===== config.mk =====
export PLATFORM = sky130hd
export DESIGN_NAME = sas_sequencer
export DESIGN_NICKNAME = d
export VERILOG_FILES = /design/src/sas_pkg.sv /design/src/sas_sequencer.sv
export SDC_FILE = /design/constraint.sdc
export NUM_CORES = 1
export LEC_CHECK = 0
export BUFFER_PORTS_ARGS = -buffer_cell sky130_fd_sc_hd__clkbuf_2
export CAP_MARGIN = 20
export CORE_MARGIN = 5
export CORE_UTILIZATION = 50
export DETAILED_ROUTE_END_ITERATION = 16
export GPL_ROUTABILITY_DRIVEN = 0
export MAX_ROUTING_LAYER = met4
export PLACE_DENSITY = 0.85
export SETUP_SLACK_MARGIN = 0.02
export SLEW_MARGIN = 20
export SYNTH_ARGS = -nofsm -noshare
export SYNTH_HDL_FRONTEND = slang
export SYNTH_SLANG_ARGS = --single-unit

===== constraint.sdc =====
create_clock -name core_clk_i -period 3.9 [get_ports core_clk_i]
set_clock_uncertainty 0.15 [all_clocks]
set_input_delay 0 -clock core_clk_i [delete_from_list [all_inputs] [get_ports core_clk_i]]
set_output_delay 0 -clock core_clk_i [all_outputs]
set_load 0.02 [all_outputs]

===== src/sas_pkg.sv =====
// Purpose: shared constants for the successive-approximation sequencer
// Assumes: 100 MHz core clock; byte-wide register ports
// Notes:   timing counts come from the conversion-time select field
package sas_pkg;
  localparam logic [7:0] SAS_MODE_RST     = 8'h01;
  localparam logic [7:0] SAS_PINSEL_RST   = 8'h00;
  localparam logic [7:0] SAS_EDGE_RST     = 8'h00;
  localparam int         SAS_RUN_BIT      = 7;
  localparam int         SAS_TRG_BIT      = 6;
  localparam int         SAS_FR_HI        = 5;
  localparam int         SAS_FR_LO        = 4;
  localparam int         SAS_CH_HI        = 3;
  localparam int         SAS_CH_LO        = 1;
  localparam int         SAS_HALVE_BIT    = 0;
  localparam logic [3:0] SAS_PIN_MAX      = 4'h8;
  localparam int         SAS_NBITS        = 8;
  // clocks per conversion for each time setting; a conversion is split
  // into one sampling slot and eight trial slots of equal length
  localparam int         SAS_CONV_160     = 160;
  localparam int         SAS_CONV_80      = 80;
  localparam int         SAS_CONV_100     = 100;
  localparam int         SAS_CONV_200     = 200;
  localparam int         SAS_SLOTS        = SAS_NBITS + 1;
  localparam logic [7:0] SAS_SLOT_160     = 8'(SAS_CONV_160 / SAS_SLOTS);
  localparam logic [7:0] SAS_SLOT_80      = 8'(SAS_CONV_80 / SAS_SLOTS);
  localparam logic [7:0] SAS_SLOT_100     = 8'(SAS_CONV_100 / SAS_SLOTS);
  localparam logic [7:0] SAS_SLOT_200     = 8'(SAS_CONV_200 / SAS_SLOTS);
  // comparator settling: decision taken at slot count slot length minus this value; 01h decides on the slot-end edge
  localparam logic [7:0] SAS_SETTLE_LEAD  = 8'h01;
  typedef enum logic [2:0] {
    SAS_IDLE   = 3'b001,
    SAS_SAMPLE = 3'b010,
    SAS_TRIAL  = 3'b100
  } sas_state_e;
endpackage : sas_pkg


===== src/sas_sequencer.sv =====
// Purpose: control of an 8-bit successive-approximation converter
// Assumes: all inputs synchronous to core_clk_i; comparator settles in a slot
// Notes:   analog comparator, ladder and sample-hold sit outside
//
// Overview of operation
// software sets the analog pin count before choosing a channel among them
// pull-ups stay off on analog pins whatever the pull-up option bit says
// pin count N makes pins 0..N-1 analog; above eight prohibited; top bits zero
// each conversion samples a fixed time, then holds until it completes
// after sampling, msb trial set and ladder tap at half reference
// per bit keep one if input at or above tap, then set next bit
// after eight bits copy trial value to result and pulse done request
// in software mode conversions repeat until software clears the run bit
// mode write during conversion reinitialises; run bit set in software mode restarts it
// result register has no reset value
// result rounds input ratio times 256 to nearest step
// trigger mode with run set waits; each trigger starts one conversion
// trigger mode idles after a conversion until a fresh trigger
// trigger mode write with run set aborts and waits for new trigger
// write with run cleared halts conversion at once
// software mode starts at once and back to back repeats
// software mode write with run set restarts with new settings
// trigger edge chosen by edge mode register, reset zero
// mode register: run bit 7, trigger bit 6, channel bits 3..1, reset 01h
// software picks a setting of 80 to 200 clocks per conversion; truncated slots give 72 to 198 clocks
// mode writes do not clear the done flag
// comparator sampled once per trial at fixed count after tap change
`timescale 1ns/1ps
module sas_sequencer (
  input  wire logic       core_clk_i,
  input  wire logic       nrst_i,
  input  wire logic       clk_en_i,
  input  wire logic       mode_wr_i,
  input  wire logic [7:0] mode_wdata_i,
  output logic      [7:0] mode_rdata_o,
  input  wire logic       pinsel_wr_i,
  input  wire logic [7:0] pinsel_wdata_i,
  output logic      [7:0] pinsel_rdata_o,
  input  wire logic       edge_wr_i,
  input  wire logic [7:0] edge_wdata_i,
  output logic      [7:0] edge_rdata_o,
  output logic      [7:0] result_o,
  input  wire logic       pullup_opt_i,
  input  wire logic       external_trigger_input_i,
  input  wire logic       comp_ge_i,
  output logic      [7:0] analog_en_o,
  output logic      [7:0] pullup_en_o,
  output logic      [2:0] channel_o,
  output logic            sample_o,
  output logic            hold_o,
  output logic      [7:0] ladder_tap_o,
  output logic            busy_o,
  output logic            conversion_done_irq_o
);
  import sas_pkg::*;

  logic [7:0] conversion_mode_reg_r;
  logic [3:0] pin_count_r;
  logic [1:0] edge_sel_r;
  logic [7:0] bit_trial_reg_r;
  logic [7:0] conversion_result_reg_r;
  logic [7:0] slot_cnt_r;
  logic [2:0] bit_idx_r;
  logic       trig_d_r;
  logic       done_r;
  sas_state_e state_r;

  logic       run;
  logic       trg_mode;
  logic       trig_edge;
  logic [7:0] slot_len;
  logic       slot_end;
  logic       decide;
  logic       start_now;

  // thermometer decode of the pin count, reused for pull-up gating
  function automatic logic [7:0] pin_mask(input logic [3:0] n);
    logic [7:0] m;
    m = '0;
    for (int i = 0; i < 8; i++) begin
      m[i] = (4'(i) < n);
    end
    return m;
  endfunction : pin_mask

  function automatic logic [7:0] slot_of(input logic [7:0] mode);
    logic [2:0] sel;
    sel = {mode[SAS_FR_HI], mode[SAS_FR_LO], mode[SAS_HALVE_BIT]};
    unique case (sel)
      3'b001:  return SAS_SLOT_160;
      3'b011:  return SAS_SLOT_80;
      3'b100:  return SAS_SLOT_100;
      3'b101:  return SAS_SLOT_200;
      // prohibited codes fall back to the slowest setting
      default: return SAS_SLOT_200;
    endcase
  endfunction : slot_of

  assign run      = conversion_mode_reg_r[SAS_RUN_BIT];
  assign trg_mode = conversion_mode_reg_r[SAS_TRG_BIT];
  assign slot_len = slot_of(conversion_mode_reg_r);
  assign slot_end = (slot_cnt_r == slot_len - 8'h01);
  assign decide   = (state_r == SAS_TRIAL) && (slot_cnt_r == slot_len - 8'h01 - SAS_SETTLE_LEAD + 8'h01);

  // trigger edge select: 00 falling, 01 rising, 1x both edges
  always_comb begin
    unique case (edge_sel_r)
      2'b00:   trig_edge = trig_d_r & ~external_trigger_input_i;
      2'b01:   trig_edge = ~trig_d_r & external_trigger_input_i;
      default: trig_edge = trig_d_r ^ external_trigger_input_i;
    endcase
  end

  assign start_now = run && (!trg_mode || trig_edge);

  // mode register, reset 01h
  always_ff @(posedge core_clk_i or negedge nrst_i) begin
    if (!nrst_i) begin
      conversion_mode_reg_r <= SAS_MODE_RST;
    end else if (clk_en_i && mode_wr_i) begin
      conversion_mode_reg_r <= mode_wdata_i;
    end
  end

  // pin-select register; prohibited counts above eight are ignored
  always_ff @(posedge core_clk_i or negedge nrst_i) begin
    if (!nrst_i) begin
      pin_count_r <= SAS_PINSEL_RST[3:0];
    end else if (clk_en_i && pinsel_wr_i && pinsel_wdata_i[3:0] <= SAS_PIN_MAX) begin
      pin_count_r <= pinsel_wdata_i[3:0];
    end
  end

  always_ff @(posedge core_clk_i or negedge nrst_i) begin
    if (!nrst_i) begin
      edge_sel_r <= SAS_EDGE_RST[1:0];
      trig_d_r   <= 1'b0;
    end else if (clk_en_i) begin
      if (edge_wr_i) begin
        edge_sel_r <= edge_wdata_i[1:0];
      end
      trig_d_r <= external_trigger_input_i;
    end
  end

  // sequencer; a mode write always wins and reinitialises the conversion
  always_ff @(posedge core_clk_i or negedge nrst_i) begin
    if (!nrst_i) begin
      state_r    <= SAS_IDLE;
      slot_cnt_r <= 8'h00;
      bit_idx_r  <= 3'h7;
    end else if (clk_en_i) begin
      if (mode_wr_i) begin
        // software mode with run set restarts at once; trigger mode waits
        slot_cnt_r <= 8'h00;
        bit_idx_r  <= 3'h7;
        if (mode_wdata_i[SAS_RUN_BIT] && !mode_wdata_i[SAS_TRG_BIT]) begin
          state_r <= SAS_SAMPLE;
        end else begin
          state_r <= SAS_IDLE;
        end
      end else begin
        unique case (state_r)
          SAS_IDLE: begin
            if (start_now) begin
              state_r    <= SAS_SAMPLE;
              slot_cnt_r <= 8'h00;
            end
          end
          SAS_SAMPLE: begin
            if (slot_end) begin
              state_r    <= SAS_TRIAL;
              slot_cnt_r <= 8'h00;
              bit_idx_r  <= 3'h7;
            end else begin
              slot_cnt_r <= slot_cnt_r + 8'h01;
            end
          end
          SAS_TRIAL: begin
            if (slot_end) begin
              slot_cnt_r <= 8'h00;
              if (bit_idx_r == 3'h0) begin
                // back-to-back in software mode, idle in trigger mode
                state_r <= (run && !trg_mode) ? SAS_SAMPLE : SAS_IDLE;
              end else begin
                bit_idx_r <= bit_idx_r - 3'h1;
              end
            end else begin
              slot_cnt_r <= slot_cnt_r + 8'h01;
            end
          end
        endcase
      end
    end
  end

  // trial register: current bit shown as one while it is being tried
  always_ff @(posedge core_clk_i or negedge nrst_i) begin
    if (!nrst_i) begin
      bit_trial_reg_r <= 8'h00;
    end else if (clk_en_i) begin
      if (mode_wr_i || (state_r == SAS_SAMPLE && slot_end)) begin
        bit_trial_reg_r <= 8'h80;
      end else if (decide) begin
        // bit stays one when input is at or above the tap
        bit_trial_reg_r[bit_idx_r] <= comp_ge_i;
        if (bit_idx_r != 3'h0) begin
          bit_trial_reg_r[bit_idx_r - 3'h1] <= 1'b1;
        end
      end
    end
  end

  // result register deliberately has no reset
  always_ff @(posedge core_clk_i) begin
    if (clk_en_i && !mode_wr_i && state_r == SAS_TRIAL && slot_end && bit_idx_r == 3'h0) begin
      // bit 0 is decided on this same edge, so take it straight from the comparator
      conversion_result_reg_r <= {bit_trial_reg_r[7:1], comp_ge_i};
    end
  end

  always_ff @(posedge core_clk_i or negedge nrst_i) begin
    if (!nrst_i) begin
      done_r <= 1'b0;
    end else if (clk_en_i) begin
      // mode writes leave the interrupt flag elsewhere untouched
      done_r <= !mode_wr_i && state_r == SAS_TRIAL && slot_end && bit_idx_r == 3'h0;
    end else begin
      done_r <= 1'b0;
    end
  end

  // tap is the trial value; the ladder's half-lsb offset gives the rounding
  assign ladder_tap_o          = bit_trial_reg_r;
  assign mode_rdata_o          = conversion_mode_reg_r;
  assign pinsel_rdata_o        = {4'h0, pin_count_r};
  assign edge_rdata_o          = {6'h00, edge_sel_r};
  assign result_o              = conversion_result_reg_r;
  assign analog_en_o           = pin_mask(pin_count_r);
  assign pullup_en_o           = {8{pullup_opt_i}} & ~pin_mask(pin_count_r);
  assign channel_o             = conversion_mode_reg_r[SAS_CH_HI:SAS_CH_LO];
  assign sample_o              = (state_r == SAS_SAMPLE);
  assign hold_o                = (state_r == SAS_TRIAL);
  assign busy_o                = (state_r != SAS_IDLE);
  assign conversion_done_irq_o = done_r;

  // assertions
  a_pullup_off_analog: assert property (@(posedge core_clk_i) disable iff (!nrst_i)
    (pullup_en_o & analog_en_o) == 8'h00) else $error("pull-up on analog pin");
  a_pin_top_zero: assert property (@(posedge core_clk_i) disable iff (!nrst_i)
    pinsel_rdata_o[7:4] == 4'h0) else $error("pin select top bits not zero");
  a_msb_after_sample: assert property (@(posedge core_clk_i) disable iff (!nrst_i)
    clk_en_i && !mode_wr_i && state_r == SAS_SAMPLE && slot_end |=> ladder_tap_o == 8'h80 && hold_o)
    else $error("msb trial not set after sampling");
  a_result_copied: assert property (@(posedge core_clk_i) disable iff (!nrst_i)
    $rose(conversion_done_irq_o) |-> result_o == ladder_tap_o)
    else $error("result not copied with done");
  a_stop_halts: assert property (@(posedge core_clk_i) disable iff (!nrst_i)
    clk_en_i && mode_wr_i && !mode_wdata_i[SAS_RUN_BIT] |=> !busy_o)
    else $error("run clear did not halt");
  a_trg_write_waits: assert property (@(posedge core_clk_i) disable iff (!nrst_i)
    clk_en_i && mode_wr_i && mode_wdata_i[SAS_TRG_BIT] |=> !busy_o)
    else $error("trigger mode write did not abort");
  a_sw_write_restarts: assert property (@(posedge core_clk_i) disable iff (!nrst_i)
    clk_en_i && mode_wr_i && mode_wdata_i[7:6] == 2'b10 |=> sample_o && slot_cnt_r == 8'h00)
    else $error("software restart missing");
  a_trg_idle_after: assert property (@(posedge core_clk_i) disable iff (!nrst_i)
    conversion_done_irq_o && trg_mode |-> !busy_o) else $error("trigger mode kept converting");
  a_sw_back_to_back: assert property (@(posedge core_clk_i) disable iff (!nrst_i)
    conversion_done_irq_o && run && !trg_mode && !$past(mode_wr_i) |-> sample_o)
    else $error("software mode did not repeat");
  a_mode_reset_val: assert property (@(posedge core_clk_i)
    !nrst_i |=> !nrst_i || conversion_mode_reg_r == SAS_MODE_RST || $past(mode_wr_i))
    else $error("mode reset value wrong");

  c_trig_start:   cover property (@(posedge core_clk_i) disable iff (!nrst_i)
    trg_mode && run && trig_edge && !busy_o ##1 sample_o);
  c_done:         cover property (@(posedge core_clk_i) disable iff (!nrst_i) $rose(conversion_done_irq_o));
  c_abort:        cover property (@(posedge core_clk_i) disable iff (!nrst_i) hold_o && mode_wr_i);
  c_full_pins:    cover property (@(posedge core_clk_i) disable iff (!nrst_i) analog_en_o == 8'hff);
endmodule : sas_sequencer


# Word level (Yosys, flattened, before mapping)

Cells that the tools add are included.
W data, S select, Z words.

Register bits: 46
Output and inout bits: 63
Word-level logic and storage cells: 112

$add $sub $neg: 5
Order comparisons: 13
Eq/ne operators: 15
Multiplexer cells: 28
Bitwise operators: 8
Reductions and logical operators: 33

Operator list:

| kind                  | count |
|---|---|
| $mux W8               | 6 |
| $mux W3               | 9 |
| $logic_and A1 B1 Y1   | 17 |
| $add A8 B1 Y8 const B | 2 |
| $eq A8 B8 Y1          | 2 |
| $lt A3 B4 Y1 const A  | 4 |
| $pmux W8 S2           | 1 |
| $sub A8 B1 Y8 const B | 2 |
| $pmux W5 S3           | 1 |
| $reduce_and A5 Y1     | 2 |
| $ne A3 B2 Y1 const B  | 3 |
| $pmux W3 S3           | 1 |
| $and A8 B8 Y8         | 1 |
| $bwmux W8             | 1 |
| $lt A1 B4 Y1 const A  | 2 |
| $lt A2 B4 Y1 const A  | 2 |
| $lt A3 B4 Y1 const B  | 2 |
| $not A8 Y8            | 1 |
| $or A8 B8 Y8          | 1 |
| $demux W1 S3          | 2 |
| $eq A3 B1 Y1 const B  | 2 |
| $eq A3 B2 Y1 const B  | 2 |
| $eq A3 B3 Y1 const B  | 2 |
| $ge A3 B1 Y1 const B  | 2 |
| 20 further kinds      | 32 |

# Longest topological paths before layout

Depth after elaboration: 9
Mapped depth: 10

# Worst setup path before layout

Ideal clock, no wire load.

Path type: register -> register
From: register conversion_mode_reg_r[0], in the netlist mode_rdata_o[0]
To: register bit_trial_reg_r[7], in the netlist ladder_tap_o[7]
Library setup time: 81 ps
Arrival time: 2627 ps
Required time: 3669 ps
Setup slack: 1041 ps
Cell stages (with the launch flop): 10
Path buffers: 1
Period minus slack after synthesis: 2859 ps
Path through: dfstp_2 > xnor2_2 > or2_2 > ha_1 > xor2_1 > o2111ai_4 > or4_4 > buf_6 > o2bb2ai_2 > a31oi_2

Word-level cells in the longest chain between the ends: 9
Elaborated cells on any way between the ends: 15
Classes of those cells: add/sub (3); eq/ne (5); mux (2); reduce/logical (5)

RTL lines:

| item                                 | line                                       | text |
|---|---|---|
| from (decl)                          | sas_sequencer.sv:57                        | `logic [7:0] conversion_mode_reg_r;` |
| from (signal assigned)               | sas_sequencer.sv:121                       | `conversion_mode_reg_r <= mode_wdata_i;` |
| $eq A3 B3 Y1 (tied with other cells) | sas_sequencer.sv:89                        | `unique case (sel)` |
| $pmux W5 S3 (*)                      | sas_sequencer.sv:89                        |  |
| $sub A8 B1 Y8 (*)                    | sas_sequencer.sv:102, sas_sequencer.sv:103 |  |
| $sub A8 B1 Y8                        | sas_sequencer.sv:103                       | `assign decide = (state_r == SAS_TRIAL) && (slot_cnt_r == slot_len - 8'h01 - SAS_SETTLE_LEAD + 8'h01);` |
| $add A8 B1 Y8                        | sas_sequencer.sv:103                       |  |
| $eq A8 B8 Y1                         | sas_sequencer.sv:103                       |  |
| $logic_and A1 B1 Y1                  | sas_sequencer.sv:103                       |  |
| $reduce_bool A2 Y1 (no source line)  | n/a                                        |  |
| $reduce_and A2 Y1 (no source line)   | n/a                                        |  |
| to (signal, indexed assignment)      | sas_sequencer.sv:206                       | `bit_trial_reg_r[bit_idx_r] <= comp_ge_i;` |
| to (decl)                            | sas_sequencer.sv:60                        | `logic [7:0] bit_trial_reg_r;` |

Every way passes the cells marked *; elsewhere a longest branch is shown, timed or not.
A chain may end at the register's enable or synchronous reset.

# Worst setup path after layout

From: register conversion_mode_reg_r[0], in the netlist mode_rdata_o[0]
To: register slot_cnt_r[7]

Word-level cells in the longest chain between the ends: 7
Elaborated cells on any way between the ends: 9
Classes of those cells: add/sub (1); eq/ne (4); mux (4)

RTL lines:

| item                                 | line                                       | text |
|---|---|---|
| $eq A3 B3 Y1 (tied with other cells) | sas_sequencer.sv:89                        |  |
| $pmux W5 S3 (*)                      | sas_sequencer.sv:89                        |  |
| $sub A8 B1 Y8 (*)                    | sas_sequencer.sv:102                       | `assign slot_end = (slot_cnt_r == slot_len - 8'h01);` |
| $eq A8 B8 Y1 (*)                     | sas_sequencer.sv:102                       |  |
| $mux W8 (*)                          | sas_sequencer.sv:171, sas_sequencer.sv:180 |  |
| $pmux W8 S2 (*)                      | sas_sequencer.sv:163                       | `unique case (state_r)` |
| $mux W8 (*)                          | sas_sequencer.sv:153                       | `if (mode_wr_i) begin` |
| to (signal assigned)                 | sas_sequencer.sv:176                       | `slot_cnt_r <= slot_cnt_r + 8'h01;` |
| to (signal assigned)                 | sas_sequencer.sv:189                       | `slot_cnt_r <= slot_cnt_r + 8'h01;` |
| to (decl)                            | sas_sequencer.sv:62                        | `logic [7:0] slot_cnt_r;` |

Marks and branches as above.

==> reports/metrics.yaml <==
run:
  maxCapViolCount: 0
global_routing:
  grt_use_met2_pct: 32.47
  grt_pass1_vias: 2319
  grt_max_degree: 39
  grt_use_met3_pct: 4.442
  antenna_found_initial: 0
  top_usage_layer: "met2"
  grt_use_total_pct: 19.00
  grt_overflow: 0
  grt_util_met1_pct: 22.45
  grt_pass1_wl_um: 10810
sta:
  fin_crit_sh_pct: 82.42
  finalHoldViolCount: 0
  setup_viol_count_final: 0
  fin_ws_ps: 685.7
  maxSlewHeadroom_pct: 38.79
  max_freq_ghz: 0.3111
  hold-worst-slack_ps: 68.14
  slew_violations: 0
  max_slew.worst_pin.slew_ps: 918.1
  setup-tns-final_ps: 0
  min_period_ps: 3214
  rsz0062_at_grt: "no"
status:
  outcome: "finished clean"
worst_hold_path:
  holdCritPathClass: "in2reg"
  holdPathStages: 3
  hold_end: "pin_count_r[0]$_DFFE_PN0P_"
  worstHoldStart: "pinsel_wr_i"
routing:
  drt_iter0_drc: 278
  route.detailed.wl_per_inst_um: 14.38
  drc_errors: 0
  final_antenna_net_count: 0
  routed_wirelength_um: 6329
  vias_per_cell: 5.539
  drtPass1Iterations: 5
  via_count: 2437
floorplanning:
  die_area_um2: 7035
  io_pins: 96
  coreArea_um2: 5205
  die_h_um: 83.88
  fp.dieW_um: 83.88
  std_cell_rows: 26
  start_util_pct: 52.43
finish:
  n_fill_cell: 429
  layout.nets: 408
  n_antenna_cell: 0
  fin_util_pct: 65.29
  drive_above_1_share_pct: 32.70
  syn2layout_area_growth_pct: 24.53
cts:
  clkTransAtPathRegs_ps: 90
  numCtsBuffers: 5
  cts_hold_buf: 22
  cts_buffer_depth: 2
  clock-sinks: 46
  cts_tree: "yes"
  clock-root-buffer: "clkbuf_8"
  clock_latency_ps: 300
  cts_setup_buffers: 0
  htree_levels: 2
  post_cts_resized: 0
worst_setup_path:
  startpoint_type: "flip-flop"
  setup.worst_path.class: "reg2reg"
  cp.arrival_ps: 3260
  crit-reg2reg-launch: "mode_rdata_o[0]$_DFFE_PN1P_"
  worstSetupEndpointType: "flip-flop"
  cp.required_ps: 3940
  r2r_cells: 9
  ff2ff_setup_slack_ps: 690
  reg2reg_to: "slot_cnt_r[7]$_DFFE_PN0P_"
  crit_path_max_fanout: 14
synthesis:
  yosys_most_used_dff: "dfrtp_1"
  yosys_warnings: 0
  avgSynthCellArea_um2: 9.643
  ys_seq_elements: 46
  synth_cells: 283
  synth_cell_type_count: 52
  synth_top_area_share_pct: 30.26
  async_reset_ff_share_pct: 82.61
  ys_seq_area_share_pct: 43.88
  synth_largest_area_cell: "dfrtp_1"
  synthTopCellsByArea: "dfrtp_1 (30%), edfxtp_1 (8.8%), mux2_2 (6.6%)"
  synth-edff-count: 8
  netlist_area_um2: 2729
power_and_ir_drop:
  max-vdd-ir-drop_v: 0.0003652
  p_total_mw: 1.408
  powerDensity_nw_per_um2: 414.4
  power_leakage_nw: 1.602
place:
  port_buffers: 75
  dpl.hpwl_um: 4348
  dp_slack_ps: 740.1
==> metrics by stage <==
step,cells,instance area (um2)
after floorplan,292,2763
after global placement,410,3065
after detailed placement,410,3065
after CTS,440,3398
after global routing,440,3398
final,440,3398
==> how the worst max path moves through the flow <==
stage / startpoint / to / slack [ps] / depth (start not counted)
floorplan: mode_rdata_o[0]$_DFFE_PN1P_ / ladder_tap_o[7]$_DFFE_PN0P_ / 1040 / 9
global placement: mode_rdata_o[0]$_DFFE_PN1P_ / slot_cnt_r[7]$_DFFE_PN0P_ / 860 / 9
global route: mode_rdata_o[0]$_DFFE_PN1P_ / slot_cnt_r[7]$_DFFE_PN0P_ / 520 / 9
CTS: mode_rdata_o[0]$_DFFE_PN1P_ / slot_cnt_r[7]$_DFFE_PN0P_ / 680 / 9
detailed placement: mode_rdata_o[0]$_DFFE_PN1P_ / slot_cnt_r[7]$_DFFE_PN0P_ / 740 / 9
finish: mode_rdata_o[0]$_DFFE_PN1P_ / slot_cnt_r[7]$_DFFE_PN0P_ / 690 / 9
==> cell usage after synthesis (4+ instances only) <==
master / number
nand2_1: 32
nor3_1: 10
or2_2: 6
nand3_1: 8
edfxtp_1: 8
dfstp_2: 5
a31oi_1: 9
clkbuf_1: 11
o21ai_0: 15
nand2b_1: 9
o2bb2ai_1: 4
buf_4: 14
dfrtp_1: 33
mux2_2: 16
inv_1: 10
o31ai_1: 4
nor2_1: 14
a21oi_1: 23
and3_1: 4
ha_1: 6
==> sequential cells by signal, summed over array words and instances, names as in the netlist <==
register / flops
trig_d_r: 1
conversion_done_irq_o: 1
slot_cnt_r: 8
mode_rdata_o: 8
ladder_tap_o: 8
edge_sel_r: 2
state_r: 3
pin_count_r: 4
bit_idx_r: 3
result_o: 8
==> logic make-up (layout without fill, tap and decap cells) <==
kind of cell             after synthesis  in the layout  share of synthesized area [%]
adder cells (fa/ha/maj)                6              6                          2.751
flip-flops                            46             46                          43.88
buffers and inverters                 38            116                          7.520
XOR/XNOR                               4              4                          1.559
AND/OR/NAND/NOR                       99             99                          19.07
AO/OA/AOI/OAI                         72             72                          18.11
other                                  1             10                         0.1374
multiplexers                          17             17                          6.969
==> layout make-up <==
class,count,area (um2),area share (%)
clock buffer,5,68.82,2.025
clock inverter,3,43.79,1.289
inverter,10,37.54,1.105
multi-input combinational,208,1360,40.02
sequential,46,1197,35.24
tap,70,87.58,2.577
timing repair buffer,98,603.1,17.75
==> cells in the final DEF, fill, tap and decap left out, drive strengths merged, types with 10 or more instances in the layout <==
cell	netlist	layout
inv	10	11
a21oi	23	23
a31oi	10	10
nor3	10	10
nand2b	10	10
nor2	14	14
dfrtp	33	33
conb	1	10
dlygate4sd3	0	22
nand2	32	32
clkbuf	11	80
mux2	16	16
o21ai	17	17
==> critical path: stages, from the launching register on <==
cell,delay [ps]
dfstp_2,590
xnor2_2,110
or2_2,300
ha_1,200
or2_2,290
a21oi_1,180
xor2_1,490
o21ai_2,280
nand2b_4,250
o311ai_1,290
==> routing by layer <==
layer / vias to the layer above / routed length (um)
li1: 1162 / -
met1: 1146 / 2631
met2: 118 / 3087
met3: 11 / 515
met4: 0 / 94
met5: - / 0
==> power by group <==
group | internal (mW) | leakage, nW | switching (mW)
clock | 0.192 | 0.0585 | 0.164
combinational | 0.176 | 0.997 | 0.272
sequential | 0.535 | 0.547 | 0.0688
(Power assumes the default switching activity.)
